[src/logic/aac_cfg.svh]
`ifndef AAC_CFG_SVH
`define AAC_CFG_SVH

// Register offsets, byte-wide registers on an 8-bit address
`define AAC_ADDR_DIAG2 8'hE0
`define AAC_ADDR_MODE 8'hE1
`define AAC_ADDR_EN1 8'hE2
`define AAC_ADDR_EN2 8'hE3
`define AAC_ADDR_EN3 8'hE4
`define AAC_ADDR_CTRL 8'hE5
`define AAC_ADDR_STAT 8'hE6
`define AAC_ADDR_PTAT 8'hE7
// Result groups occupy 8 bytes per channel below this address
`define AAC_RES_END 8'hA8

// Byte positions inside a result group
`define AAC_B_CORR_H 3'h0
`define AAC_B_CORR_L 3'h1
`define AAC_B_UNC_H 3'h2
`define AAC_B_UNC_M 3'h3
`define AAC_B_UNC_L 3'h4

// Field positions
`define AAC_DIAG2_SEL_MSB 2
`define AAC_DIAG2_SELEN_BIT 3
`define AAC_EN1_STACK_BIT 6
`define AAC_CTRL_GO_BIT 0
`define AAC_CTRL_TREF_BIT 1
`define AAC_CTRL_PTAT_BIT 2

// Round-robin channel indices and count
`define AAC_CH_CELL 5'd0
`define AAC_CH_BAT 5'd1
`define AAC_CH_GPIO1 5'd5
`define AAC_CH_GPIO6 5'd10
`define AAC_NUM_CH 5'd21

// Diagnostic code of a result that is not ready yet
`define AAC_DIAG_WORD 24'h80_0000

`endif

[src/logic/aac_pkg.sv]
`include "aac_cfg.svh"

package aac_pkg;
   typedef enum logic [1:0] {AAC_IDLE, AAC_SCAN, AAC_WAIT} aac_state_t;

   // Picks one byte of a result group from a 24-bit conversion word
   function automatic logic [7:0] aac_sel_byte(input logic [23:0] word, input logic [4:0] ch,
                                               input logic [2:0] bsel);
      logic hasUnc;
      logic is24;
      hasUnc = (ch == `AAC_CH_BAT) || ((ch >= `AAC_CH_GPIO1) && (ch <= `AAC_CH_GPIO6));
      is24 = (ch == `AAC_CH_BAT) || (ch == `AAC_CH_GPIO1);
      unique case (bsel)
         `AAC_B_CORR_H: aac_sel_byte = word[23:16];
         `AAC_B_CORR_L: aac_sel_byte = word[15:8];
         `AAC_B_UNC_H: aac_sel_byte = hasUnc ? word[23:16] : 8'h00;
         `AAC_B_UNC_M: aac_sel_byte = is24 ? word[15:8] : 8'h00;
         `AAC_B_UNC_L: aac_sel_byte = is24 ? word[7:0] : (hasUnc ? word[15:8] : 8'h00);
         default: aac_sel_byte = 8'h00;
      endcase
   endfunction
endpackage

[src/logic/aac_result_mem.sv]
`include "aac_cfg.svh"

module aac_result_mem
   import aac_pkg::*;
(
   input wire logic clk,
   input wire logic reset,
   input wire logic wrEn,
   input wire logic [4:0] wrChan,
   input wire logic [23:0] wrData,
   input wire logic rdEn,
   input wire logic [4:0] rdChan,
   input wire logic [2:0] rdByte,
   input wire logic bypassEn,
   input wire logic [7:0] bypassByte,
   output logic [7:0] rdData_r,
   output logic [23:0] rdWord_r
);
   logic [23:0] store [0:20];
   logic [20:0] valid_r;
   logic [20:0] valid_nxt;
   logic [7:0] rdData_nxt;
   logic [23:0] rdWord_nxt;
   logic [23:0] liveWord;

   // Result words carry no reset; the valid bits hide them until first written
   always_ff @(posedge clk)
   begin
      if (wrEn)
         store[wrChan] <= wrData;
   end

   // Per-entry valid bits
   generate
      for (genvar i = 0; i < 21; i++)
      begin : g_valid
         assign valid_nxt[i] = valid_r[i] | (wrEn && (wrChan == 5'(i)));
      end
   endgenerate

   // Read port: a channel never converted answers with the diagnostic code
   always_comb
   begin
      liveWord = (rdEn && valid_r[rdChan]) ? store[rdChan] : `AAC_DIAG_WORD;
      rdWord_nxt = rdEn ? liveWord : rdWord_r;
      rdData_nxt = rdData_r;
      if (bypassEn)
         rdData_nxt = bypassByte;
      else if (rdEn)
         rdData_nxt = aac_sel_byte(liveWord, rdChan, rdByte);
   end

   always_ff @(posedge clk or posedge reset)
   begin
      if (reset)
      begin
         valid_r <= 21'h0;
         rdData_r <= 8'h00;
         rdWord_r <= 24'h00_0000;
      end
      else
      begin
         valid_r <= valid_nxt;
         rdData_r <= rdData_nxt;
         rdWord_r <= rdWord_nxt;
      end
   end
endmodule

[src/logic/aac_sequencer.sv]
`include "aac_cfg.svh"

module aac_sequencer
   import aac_pkg::*;
(
   input wire logic clk,
   input wire logic reset,
   input wire logic go,
   input wire logic [20:0] enMask,
   input wire logic [5:0] gpioMode,
   input wire logic convDone,
   input wire logic [23:0] convData,
   output logic convStart_r,
   output logic [4:0] convChan_r,
   output logic convAbort_r,
   output logic convRatio_r,
   output logic wrEn_r,
   output logic [4:0] wrChan_r,
   output logic [23:0] wrData_r,
   output logic running_r,
   output logic finish_r
);
   aac_state_t state_r, state_nxt;
   logic [4:0] chan_nxt;
   logic start_nxt, abort_nxt, ratio_nxt, wrEn_nxt, run_nxt, fin_nxt;
   logic [4:0] wrChan_nxt;
   logic [23:0] wrData_nxt;
   logic isGpio;

   // Walk the channels in fixed order, skipping disabled ones
   always_comb
   begin
      state_nxt = state_r;
      chan_nxt = convChan_r;
      start_nxt = 1'b0;
      abort_nxt = 1'b0;
      ratio_nxt = convRatio_r;
      wrEn_nxt = 1'b0;
      wrChan_nxt = wrChan_r;
      wrData_nxt = wrData_r;
      run_nxt = running_r;
      fin_nxt = 1'b0;
      isGpio = (convChan_r >= `AAC_CH_GPIO1) && (convChan_r <= `AAC_CH_GPIO6);
      if (go)
      begin
         abort_nxt = running_r;
         state_nxt = AAC_SCAN;
         chan_nxt = `AAC_CH_CELL;
         run_nxt = 1'b1;
      end
      else
         unique case (state_r)
            AAC_IDLE: ;
            AAC_SCAN:
               if (convChan_r == `AAC_NUM_CH)
               begin
                  state_nxt = AAC_IDLE;
                  run_nxt = 1'b0;
                  fin_nxt = 1'b1;
               end
               else if (enMask[convChan_r])
               begin
                  start_nxt = 1'b1;
                  ratio_nxt = isGpio ? gpioMode[3'(convChan_r - `AAC_CH_GPIO1)] : 1'b0;
                  state_nxt = AAC_WAIT;
               end
               else
                  chan_nxt = convChan_r + 5'd1;
            AAC_WAIT:
               if (convDone)
               begin
                  wrEn_nxt = 1'b1;
                  wrChan_nxt = convChan_r;
                  wrData_nxt = convData;
                  chan_nxt = convChan_r + 5'd1;
                  state_nxt = AAC_SCAN;
               end
         endcase
   end

   always_ff @(posedge clk or posedge reset)
   begin
      if (reset)
      begin
         state_r <= AAC_IDLE;
         convChan_r <= 5'd0;
         convStart_r <= 1'b0;
         convAbort_r <= 1'b0;
         convRatio_r <= 1'b0;
         wrEn_r <= 1'b0;
         wrChan_r <= 5'd0;
         wrData_r <= 24'h00_0000;
         running_r <= 1'b0;
         finish_r <= 1'b0;
      end
      else
      begin
         state_r <= state_nxt;
         convChan_r <= chan_nxt;
         convStart_r <= start_nxt;
         convAbort_r <= abort_nxt;
         convRatio_r <= ratio_nxt;
         wrEn_r <= wrEn_nxt;
         wrChan_r <= wrChan_nxt;
         wrData_r <= wrData_nxt;
         running_r <= run_nxt;
         finish_r <= fin_nxt;
      end
   end

   a_only_enabled: assert property (@(posedge clk) disable iff (reset)
      convStart_r |-> $past(enMask[convChan_r]))
      else $error("conversion started on a disabled channel");
   a_done_writes: assert property (@(posedge clk) disable iff (reset)
      (state_r == AAC_WAIT && convDone && !go) |=> wrEn_r && wrChan_r == $past(convChan_r))
      else $error("finished conversion was not written to its group");
   a_run_ends: assert property (@(posedge clk) disable iff (reset)
      finish_r |-> !running_r && !wrEn_r)
      else $error("round finished while still running or writing");
endmodule

[src/logic/aac_result_readout.sv]
// The strobed register port and the placing of the registers are this design's own decisions.
`include "aac_cfg.svh"

// How it works
// - Reference and rail codes pass unscaled, two's complement
// - Comm supply rail code passes unscaled too
// - Selected, enabled cell routed and converted
// - Any cell selected suspends window comparator
// - Cell result low byte frozen after high read
// - Per-input mode bits and enable bits
// - Ratiometric input codes pass as two's complement
// - Absolute input codes pass as two's complement
// - Input results sixteen bits, first uncorrected 24
// - High byte read freezes lower bytes snapshot
// - Stack voltage converted only when enabled
// - Stack result 16 corrected, 24 uncorrected
// - No range checking of rail results
// - Window DAC channels report half reference
// - Factory PTAT offset readable, 1 mV steps
// - Running flag, then ready after all writes
// - Early result read returns diagnostic code
// - Trigger during run aborts and restarts round
module aac_result_readout
   import aac_pkg::*;
(
   input wire logic clk,
   input wire logic reset,
   input wire logic [7:0] regAddr,
   input wire logic [7:0] regWrData,
   input wire logic regWrite,
   input wire logic regRead,
   output logic [7:0] regRdData,
   input wire logic convDone,
   input wire logic [23:0] convData,
   input wire logic [7:0] ptatFactoryOffset,
   output logic convStart,
   output logic [4:0] convChannel,
   output logic convAbort,
   output logic convRatiometric,
   output logic [2:0] cellSelect,
   output logic cellRouteEnable,
   output logic windowCompSuspend,
   output logic thermRefEnable,
   output logic ptatInputEnable
);
   // Control registers
   logic [2:0] cellSel_r, cellSel_nxt;
   logic selEn_r, selEn_nxt;
   logic [5:0] mode_r, mode_nxt;
   logic [6:0] en1_r, en1_nxt;
   logic [7:0] en2_r, en2_nxt;
   logic [4:0] en3_r, en3_nxt;
   logic thermRef_r, thermRef_nxt;
   logic ptatEn_r, ptatEn_nxt;
   logic go_r, go_nxt;
   logic cellRoute_r, cellRoute_nxt;
   logic winSusp_r, winSusp_nxt;
   logic ready_r, ready_nxt;
   logic [7:0] ptatOff_r;
   // Readout lock state
   logic hRead_r, hRead_nxt;
   logic [5:0] prevGroup_r, prevGroup_nxt;
   logic [23:0] snapWord_r, snapWord_nxt;
   logic [5:0] snapGroup_r, snapGroup_nxt;
   logic snapValid_r, snapValid_nxt;
   // Interconnect
   logic [20:0] enMask;
   logic running, finish, wrEn;
   logic [4:0] wrChan;
   logic [23:0] wrData;
   logic [23:0] memWord;
   logic isResult, isHigh, bypassEn;
   logic [4:0] rdChan;
   logic [2:0] rdByte;
   logic [5:0] group;
   logic [7:0] bypassByte, ctrlByte;

   // Channel enables in round-robin order; the cell slot follows the routing
   assign enMask = {en3_r, en2_r[7:3], en1_r[5:0], en2_r[2:0], en1_r[`AAC_EN1_STACK_BIT], cellRoute_r};

   // Register writes, go pulse and results-ready flag
   always_comb
   begin
      cellSel_nxt = cellSel_r;
      selEn_nxt = selEn_r;
      mode_nxt = mode_r;
      en1_nxt = en1_r;
      en2_nxt = en2_r;
      en3_nxt = en3_r;
      thermRef_nxt = thermRef_r;
      ptatEn_nxt = ptatEn_r;
      go_nxt = 1'b0;
      if (regWrite)
         unique case (regAddr)
            `AAC_ADDR_DIAG2:
            begin
               // A direct change between cells is taken as written; the host clears first
               cellSel_nxt = regWrData[`AAC_DIAG2_SEL_MSB:0];
               selEn_nxt = regWrData[`AAC_DIAG2_SELEN_BIT];
            end
            `AAC_ADDR_MODE: mode_nxt = regWrData[5:0];
            `AAC_ADDR_EN1: en1_nxt = regWrData[6:0];
            `AAC_ADDR_EN2: en2_nxt = regWrData;
            `AAC_ADDR_EN3: en3_nxt = regWrData[4:0];
            `AAC_ADDR_CTRL:
            begin
               go_nxt = regWrData[`AAC_CTRL_GO_BIT];
               thermRef_nxt = regWrData[`AAC_CTRL_TREF_BIT];
               ptatEn_nxt = regWrData[`AAC_CTRL_PTAT_BIT];
            end
            default: ;
         endcase
      cellRoute_nxt = selEn_nxt && (cellSel_nxt != 3'h0);
      winSusp_nxt = cellSel_nxt != 3'h0;
      // Finish sets ready and wins over the clear from a new trigger
      ready_nxt = finish ? 1'b1 : (go_r ? 1'b0 : ready_r);
   end

   always_ff @(posedge clk or posedge reset)
   begin
      if (reset)
      begin
         cellSel_r <= 3'h0;
         selEn_r <= 1'b0;
         mode_r <= 6'h00;
         en1_r <= 7'h00;
         en2_r <= 8'h00;
         en3_r <= 5'h00;
         thermRef_r <= 1'b0;
         ptatEn_r <= 1'b0;
         go_r <= 1'b0;
         cellRoute_r <= 1'b0;
         winSusp_r <= 1'b0;
         ready_r <= 1'b0;
         ptatOff_r <= 8'h00;
      end
      else
      begin
         cellSel_r <= cellSel_nxt;
         selEn_r <= selEn_nxt;
         mode_r <= mode_nxt;
         en1_r <= en1_nxt;
         en2_r <= en2_nxt;
         en3_r <= en3_nxt;
         thermRef_r <= thermRef_nxt;
         ptatEn_r <= ptatEn_nxt;
         go_r <= go_nxt;
         cellRoute_r <= cellRoute_nxt;
         winSusp_r <= winSusp_nxt;
         ready_r <= ready_nxt;
         // Trim value is sampled by the clock every cycle; the reset clears it to zero
         ptatOff_r <= ptatFactoryOffset;
      end
   end

   // Read decode: control bytes, diagnostic code, frozen low bytes, live results
   always_comb
   begin
      isResult = regAddr < `AAC_RES_END;
      rdChan = regAddr[7:3];
      rdByte = regAddr[2:0];
      isHigh = (rdByte == `AAC_B_CORR_H) || (rdByte == `AAC_B_UNC_H);
      group = {rdChan, rdByte >= `AAC_B_UNC_H};
      unique case (regAddr)
         `AAC_ADDR_DIAG2: ctrlByte = {4'h0, selEn_r, cellSel_r};
         `AAC_ADDR_MODE: ctrlByte = {2'h0, mode_r};
         `AAC_ADDR_EN1: ctrlByte = {1'b0, en1_r};
         `AAC_ADDR_EN2: ctrlByte = en2_r;
         `AAC_ADDR_EN3: ctrlByte = {3'h0, en3_r};
         `AAC_ADDR_CTRL: ctrlByte = {5'h00, ptatEn_r, thermRef_r, 1'b0};
         `AAC_ADDR_STAT: ctrlByte = {6'h00, ready_r, running};
         `AAC_ADDR_PTAT: ctrlByte = ptatOff_r;
         default: ctrlByte = 8'h00;
      endcase
      bypassEn = 1'b1;
      bypassByte = ctrlByte;
      if (isResult)
      begin
         if (running)
            bypassByte = aac_sel_byte(`AAC_DIAG_WORD, rdChan, rdByte);
         else if (!isHigh && hRead_r && (group == prevGroup_r))
            bypassByte = aac_sel_byte(memWord, rdChan, rdByte);
         else if (!isHigh && snapValid_r && (group == snapGroup_r))
            bypassByte = aac_sel_byte(snapWord_r, rdChan, rdByte);
         else
            bypassEn = 1'b0;
      end
      // The word behind a high-byte read is held so its lower bytes stay from one conversion
      hRead_nxt = regRead && isResult && isHigh && !running;
      prevGroup_nxt = group;
      snapWord_nxt = hRead_r ? memWord : snapWord_r;
      snapGroup_nxt = hRead_r ? prevGroup_r : snapGroup_r;
      snapValid_nxt = (hRead_r || snapValid_r) && !go_r;
   end

   always_ff @(posedge clk or posedge reset)
   begin
      if (reset)
      begin
         hRead_r <= 1'b0;
         prevGroup_r <= 6'h00;
         snapWord_r <= 24'h00_0000;
         snapGroup_r <= 6'h00;
         snapValid_r <= 1'b0;
      end
      else
      begin
         hRead_r <= hRead_nxt;
         prevGroup_r <= prevGroup_nxt;
         snapWord_r <= snapWord_nxt;
         snapGroup_r <= snapGroup_nxt;
         snapValid_r <= snapValid_nxt;
      end
   end

   // Converter codes are stored as delivered: weights, half-reference DAC taps and
   // range judgement all stay with the analog path and the host
   aac_sequencer u_seq (
      .clk(clk),
      .reset(reset),
      .go(go_r),
      .enMask(enMask),
      .gpioMode(mode_r),
      .convDone(convDone),
      .convData(convData),
      .convStart_r(convStart),
      .convChan_r(convChannel),
      .convAbort_r(convAbort),
      .convRatio_r(convRatiometric),
      .wrEn_r(wrEn),
      .wrChan_r(wrChan),
      .wrData_r(wrData),
      .running_r(running),
      .finish_r(finish)
   );

   // One 24-bit word per channel feeds both corrected and uncorrected bytes
   aac_result_mem u_mem (
      .clk(clk),
      .reset(reset),
      .wrEn(wrEn),
      .wrChan(wrChan),
      .wrData(wrData),
      .rdEn(regRead && isResult),
      .rdChan(rdChan),
      .rdByte(rdByte),
      .bypassEn(regRead && bypassEn),
      .bypassByte(bypassByte),
      .rdData_r(regRdData),
      .rdWord_r(memWord)
   );

   assign cellSelect = cellSel_r;
   assign cellRouteEnable = cellRoute_r;
   assign windowCompSuspend = winSusp_r;
   assign thermRefEnable = thermRef_r;
   assign ptatInputEnable = ptatEn_r;

   a_route_follows: assert property (@(posedge clk) disable iff (reset)
      (regWrite && regAddr == `AAC_ADDR_DIAG2) |=>
         cellRouteEnable == ($past(regWrData[`AAC_DIAG2_SELEN_BIT]) &&
            $past(regWrData[`AAC_DIAG2_SEL_MSB:0]) != 3'h0))
      else $error("cell routing does not follow the select write");
   a_window_suspend: assert property (@(posedge clk) disable iff (reset)
      (regWrite && regAddr == `AAC_ADDR_DIAG2) |=>
         windowCompSuspend == ($past(regWrData[`AAC_DIAG2_SEL_MSB:0]) != 3'h0))
      else $error("window comparator suspend does not match cell select");
   a_diag_code: assert property (@(posedge clk) disable iff (reset)
      (regRead && running && regAddr < `AAC_RES_END && regAddr[2:0] == 3'h0) |=> regRdData == 8'h80)
      else $error("early result read did not return the diagnostic code");
   a_ready_late: assert property (@(posedge clk) disable iff (reset)
      $rose(ready_r) |-> $past(finish) && !running && !$past(wrEn))
      else $error("results ready raised before all writes");
   a_go_aborts: assert property (@(posedge clk) disable iff (reset)
      (go_r && running) |=> convAbort && running && convChannel == `AAC_CH_CELL ##1 (convChannel <= `AAC_CH_BAT))
      else $error("trigger during a round did not restart it");
   a_stack_gate: assert property (@(posedge clk) disable iff (reset)
      (convStart && convChannel == `AAC_CH_BAT) |-> $past(en1_r[`AAC_EN1_STACK_BIT]))
      else $error("stack voltage converted while disabled");
   a_gpio_mode: assert property (@(posedge clk) disable iff (reset)
      (convStart && convChannel == `AAC_CH_GPIO1) |-> convRatiometric == $past(mode_r[0]))
      else $error("first input converted in the wrong mode");
   a_lock_hold: assert property (@(posedge clk) disable iff (reset)
      (hRead_r && regRead && !isHigh && group == prevGroup_r && !running)
         |=> regRdData == aac_sel_byte($past(memWord), $past(rdChan), $past(rdByte)))
      else $error("low byte after high read came from another conversion");
endmodule

[config.mk]
export PLATFORM = sky130hd
export DESIGN_NAME = aac_result_readout
export DESIGN_NICKNAME = d
export VERILOG_FILES = /design/src/logic/aac_pkg.sv /design/src/logic/aac_result_mem.sv /design/src/logic/aac_sequencer.sv /design/src/logic/aac_result_readout.sv
export VERILOG_INCLUDE_DIRS = /design/src /design/src/logic
export SDC_FILE = /design/constraint.sdc
export NUM_CORES = 1
export LEC_CHECK = 0
export CAP_MARGIN = 20
export CELL_PAD_IN_SITES_DETAIL_PLACEMENT = 0
export CELL_PAD_IN_SITES_GLOBAL_PLACEMENT = 1
export CORE_ASPECT_RATIO = 1.4
export CORE_MARGIN = 2
export CORE_UTILIZATION = 55
export CTS_CLUSTER_SIZE = 24
export DETAILED_ROUTE_END_ITERATION = 10
export DONT_BUFFER_PORTS = 1
export PLACE_DENSITY_LB_ADDON = 0.1
export SLEW_MARGIN = 40
export SYNTH_ARGS = -nofsm -noshare
export SYNTH_HDL_FRONTEND = slang
export SYNTH_SLANG_ARGS = --single-unit
[constraint.sdc]
create_clock -name clk -period 6.83 [get_ports clk]
set_clock_uncertainty 0.1 [all_clocks]
set_input_delay 0.683 -clock clk [delete_from_list [all_inputs] [get_ports clk]]
set_output_delay 0.683 -clock clk [all_outputs]
set_load 0.03 [all_outputs]
**Yosys cells after proc, flatten, opt, wreduce, memory -nomap -nowiden**

Memory sizes are Yosys's and may differ from the RTL's.
Index checks and enable logic that the tools add are counted.

- $add $sub $neg: 2
- $lt $le $gt $ge: 9
- Eq/ne operators: 43
- Muxes and demuxes: 70
- Bitwise logic cells: 23
- Reductions and logical operators: 59

Operators with widths:

| operator | number |
|---|---|
| $mux 8 | 19 |
| $pmux 8 s5 | 3 |
| $eq 8x8->1 const B | 8 |
| $pmux 8 s8 | 1 |
| $eq 5x4->1 const B | 8 |
| $logic_and 1x1->1 | 34 |
| $eq 5x5->1 const B | 6 |
| $mux 1 | 30 |
| $eq 5x3->1 const B | 5 |
| $mux 24 | 1 |
| $or 1x1->1 | 21 |
| $mux 5 | 4 |
| $pmux 8 s2 | 1 |
| $eq 6x6->1 | 2 |
| $lt 5x6->1 const B | 2 |
| $reduce_and 2->1 | 6 |
| $bmux 1 s5 | 2 |
| $eq 5x1->1 const B | 2 |
| $eq 5x2->1 const B | 2 |
| $ge 5x3->1 const B | 2 |
| $le 5x4->1 const B | 2 |
| $pmux 5 s2 | 1 |
| $ne 3x3->1 const B | 3 |
| $lt 8x8->1 const B | 1 |
| 23 further kinds | 40 |

- Register bits after elaboration: 177
- Bits in writable memories: 504
- Output and inout port bits: 23
- Word-level logic and storage cells: 238
- Memories kept: 1

Memory list:

| memory | words | width | read ports | clocked after memory_dff | write ports | RTL line | RTL |
|---|---|---|---|---|---|---|---|
| u_mem.store | 21 | 24 | 1 | 0 | 1 | aac_result_mem.sv:19 | `logic [23:0] store [0:20];` |

**Longest topological paths before layout**

- Depth in word-level cells: 11
- Gate-level depth with buffers: 12
- Mapped depth without buffers: 7

**By module**

Synthesis repeated with hierarchy kept, for this count alone.

- Cell total of the unflattened synthesis: 1582
- Area, all modules: 28004.4 sq um

Modules (own cells, without submodules):

| module | times used | cells each | area each (sq um) |
|---|---|---|---|
| aac_result_mem | 1 | 1099 | 21927.3 |
| aac_result_readout | 1 | 325 | 3987.6 |
| aac_sequencer | 1 | 158 | 2089.5 |

**Worst setup path after synthesis**

Ideal clock, no wire load.

- Path type: register -> register
- From: register u_seq.wrChan_r[3]
- To: memory u_mem.store[20][0], enable pin
- Arrival: 3.088 ns
- Data required time: 6.262 ns
- Slack: 3.174 ns
- Cell stages (with the launch flop): 4
- Period minus slack after synthesis: 3.656 ns
- Cells stage by stage: dfrtp_1 clkbuf_1 nand2b_1 nor4_1

RTL lines:

| what | RTL line | RTL |
|---|---|---|
| from (decl) | aac_sequencer.sv:18 | `output logic [4:0] wrChan_r,` |
| from (signal assigned) | aac_sequencer.sv:104 | `wrChan_r <= wrChan_nxt;` |
| to (decl) | aac_result_mem.sv:19 |  |

No word-level cell before the write port.

**Worst setup path after layout**

- From: register u_seq.convChan_r[0]
- To: register u_seq.convChan_r[1]

- Cells in the longest elaborated chain, start to end: 5

RTL lines:

| what | RTL line | RTL |
|---|---|---|
| from (decl) | aac_sequencer.sv:14 | `output logic [4:0] convChan_r,` |
| from (signal assigned) | aac_sequencer.sv:99 | `convChan_r <= chan_nxt;` |
| $add 5x1->5 | aac_sequencer.sv:68, aac_sequencer.sv:75 |  |
| $mux 5 | aac_sequencer.sv:61 | `else if (enMask[convChan_r])` |
| $mux 5 | aac_sequencer.sv:55 | `` if (convChan_r == `AAC_NUM_CH) `` |
| $pmux 5 s2 | aac_sequencer.sv:52 | `unique case (state_r)` |
| $mux 5 | aac_sequencer.sv:44 | `if (go)` |

Several ways; a longest one is shown, not always the timed one. The select of a mux whose other input is x is not followed.
A chain may end at the register's enable or synchronous reset.

==> impl_results.md <==
- Run status: finished clean
- Highest fanout seen on the critical path: 15
- Worst ir drop on vdd: 0.203 mV
- CTS sink count: 679
- Placer's final routability congestion estimate: 0.849
- Count of mapped cells out of synthesis: 1,553
- Diodes inserted: 0
- Final Critical Period: 2.86 ns
- Violation count after the first detailed-routing iteration: 1,164
- Global-route wire length before repair: 98.8 mm
- Syn_area_per_cell: 17.7 um2
- Number of iterations in the first detailed-routing pass: 7
- Static leakage: 9.71 nW
- Number of setup buffers added after CTS: 0
- Ordered cell list for the critical path: mux4_2, mux2_2, nand3_1, o311ai_0, o22ai_2, mux2i_1, nor2_1
- Signed area change from the synthesized netlist to the final layout: 10.9%
- Combined area of all synthesized cells: 27,400 um2
- Initial antenna violation count: 0
- Nets: 1,631
- Bufs and invs on worst path: 0
- Fraction of final layout cells sized beyond drive strength 1: 25.5%
- Unrepaired setup endpoints after global routing: false
- Buffer depth of the longest clock path: 3
- Unique masters post-synth: 73
- Cell with the biggest individual delay on the critical path: sky130_fd_sc_hd__dfrtp_2
- Count of input and output buffers: 0
- Peak clock frequency supported by timing: 349 MHz
- Met1 track utilization from global routing: 34.6%
- Flip-flop and latch count after synthesis: 679
- Gates resized, CTS repair: 0
- GR peak layer: met2
- Post-Layout Cell Count: 2,259
- H-tree lvl count: 3
- Worst Max-Slew Pin Slew: 0.858 ns
- DIE WIDTH: 193 um
- TritonCTS buffer count: 66
- Arrival time worst endpoint: 3.21 ns
- Post-synth net total: 1,609
- Total of max-cap violations: 0
- Final sum of negative setup slack: 0 ns
- Largest net degree at the start of global routing: 128
- Final Hold Fails: 0
- Biggest cell delay along the critical path: 0.69 ns
- Setup violations, final: 0
- Total global-route track usage: 26.8%
- Detail Route Antenna Nets: 0
- Final WL: 66.8 mm
- Total number of yosys warnings: 0
- TritonCTS clock tree: yes
- Type of the worst setup path: flop to flop
- Most area-consuming cells after synthesis: sky130_fd_sc_hd__edfxtp_1, sky130_fd_sc_hd__dfrtp_1, sky130_fd_sc_hd__mux4_2
- Starting utilization of the core area: 55.9%
- Most frequently used flop master after synthesis: sky130_fd_sc_hd__edfxtp_1
- Number of vias in the routed layout: 14,490
- Final Core Density: 62.0%
- Via density per instance: 6.41
- Met3 routing resource usage after global routing: 4.95%
- Mean routed wirelength per cell: 29.6 um
- Y dimension of the die: 268 um
- Headroom to the max-slew limit: 42.6%
- Number of global-route vias before repair: 15,142
- Register area share after synthesis: 71.1%
- Count of flip-flops with a built-in enable after synthesis: 504
- Critical path capture point type: flop
- Cell type contributing the most total cell area after synthesis: sky130_fd_sc_hd__edfxtp_1
- Synth top area share: 55.2%
- Final Cycle Share: 41.9%
- Number of ports placed on the die boundary: 76
- Reg clk slew, reported paths: 0.06 ns
- Kind of start point of the critical path: flop
- Latest clock arrival within the worst-skew pair: 0.60 ns
- Async SR Flop Fraction: 25.8%
- Data required time at the worst endpoint: 7.18 ns
- Number of cells in the design after placement: 2,132
- Area of the core region: 49,100 um2
- Buffer cell driving the clock tree root: sky130_fd_sc_hd__clkbuf_16
- Largest delay contributor family on the critical path: multiplexers
- Total Die Area: 51,700 um2
- Overflow left after global routing: 0
- Met2 capacity usage during global routing: 45.2%
- Type of the most critical hold path: primary input to flop
- Final Slew Violations: 0
- Power Density: 275 nW/um2
- Drt drc: 0
- Detailed placement HPWL: 38.5 mm
- Standard-cell rows: 96
==> worst paths after layout <==
check | start | end | slack, ns | depth (start not counted)
setup / recovery | u_seq.convChan_r[0]$_DFFE_PP0P_ | u_seq.convChan_r[1]$_DFFE_PP0P_ | 3.97 | 7
hold / removal | regAddr[4] | prevGroup_r[2]$_DFF_PP0_ | 0.05 | 0
setup reg to reg | u_seq.convChan_r[0]$_DFFE_PP0P_ | u_seq.convChan_r[1]$_DFFE_PP0P_ | 3.97 | 7
hold reg to reg | u_seq.finish_r$_DFF_PP0_ | ready_r$_DFFE_PP0P_ | 0.33 | 1
max in group asynchronous | reset | u_mem.rdData_r[0]$_DFFE_PP0P_ | 4.88 | 3
min in group asynchronous | reset | u_seq.wrData_r[13]$_DFFE_PP0P_ | 0.57 | 2
==> area by class of cell <==
cell class / count / area [um2]
fill: 3525 / 18700
inverter: 17 / 76.3
clock buffer: 94 / 1840
multi-input combinational: 769 / 7580
sequential: 679 / 19500
timing repair buffer: 42 / 378
tap: 637 / 797
clock inverter: 21 / 254
==> per-layer routing <==
layer	part of all wire, %	wire, um
met5	0	0
met4	3.5	2370
met3	6.4	4270
met2	51	34200
met1	39	26100
==> flip-flops by register name, indices dropped and copies added (netlist names), 2 cells and up <==
name,cells
u_mem.store,504
u_seq.wrData_r,24
snapWord_r,23
u_mem.rdWord_r,23
u_mem.valid_r,21
en2_r,8
ptatOff_r,8
u_mem.rdData_r,8
en1_r,7
mode_r,6
prevGroup_r,6
snapGroup_r,6
en3_r,5
u_seq.convChan_r,5
u_seq.wrChan_r,5
cellSelect,3
u_seq.state_r,2
==> synth_stat cells, drive strengths merged (8+ instances only) <==
master	n
a21oi	24
edfxtp	504
buf	51
mux2i	44
o21ai	32
a221o	8
nor2	54
or2	25
o22ai	20
nand3	15
nor3	15
nor2b	8
nand2b	9
xnor2	9
and3	10
mux4	130
o31ai	10
clkbuf	37
mux2	105
o221ai	8
nand2	117
a31oi	15
dfrtp	175
inv	16
a32oi	10
==> cell families (layout without fill, tap and decap cells) <==
group / count (synthesis) / in the layout / share of synthesized area, %
compound gates: 180 / 180 / 4.66
mux: 279 / 279 / 16.6
xor+xnor: 14 / 14 / 0.447
fa+ha+maj: 3 / 3 / 0.137
simple gates: 293 / 293 / 5.20
buf+inv: 105 / 174 / 1.86
flops: 679 / 679 / 71.1
==> metrics by stage <==
step	area (um2)	worst slack [ns]	hold WS, ns	power (mW)
CTS	30400	3.95	0.0129	8.44
floorplan	27400	1.30	0.304	4.84
global placement	28200	3.72	0.317	4.86
global route	30400	3.76	0.00610	8.62
finish	30400	3.97	0.0529	8.38
detailed placement	28200	3.83	0.318	4.87
==> cells in the final DEF, fill, tap and decap left out, types with 11 or more instances in the layout <==
cell                            instances
sky130_fd_sc_hd__edfxtp_1             504
sky130_fd_sc_hd__inv_1                 15
sky130_fd_sc_hd__mux2i_1               44
sky130_fd_sc_hd__clkbuf_16             69
sky130_fd_sc_hd__dfrtp_1              174
sky130_fd_sc_hd__mux4_2               130
sky130_fd_sc_hd__dlygate4sd3_1         11
sky130_fd_sc_hd__or2_2                 25
sky130_fd_sc_hd__buf_4                 27
sky130_fd_sc_hd__a31oi_1               15
sky130_fd_sc_hd__a21oi_1               23
sky130_fd_sc_hd__nor2_1                39
sky130_fd_sc_hd__nand3_1               15
sky130_fd_sc_hd__clkbuf_1              23
sky130_fd_sc_hd__nor2_4                13
sky130_fd_sc_hd__mux2_2               105
sky130_fd_sc_hd__nand2_1              116
sky130_fd_sc_hd__o21ai_0               28
sky130_fd_sc_hd__o22ai_1               19
==> what timing repair did <==
action                                  in CTS  in global routing
hold buffers                                10                  1
endpoints found under the hold margin       10                 99
endpoints found under the setup margin       0                  0
==> where the power goes <==
part           internal, mW  switching [mW]  leakage [nW]  total (mW)
Combinational         0.131           0.133          2.85       0.265
Sequential             4.45          0.0743          5.84        4.52
Clock                  2.10            1.49          1.02        3.59
(Power assumes the default switching activity.)
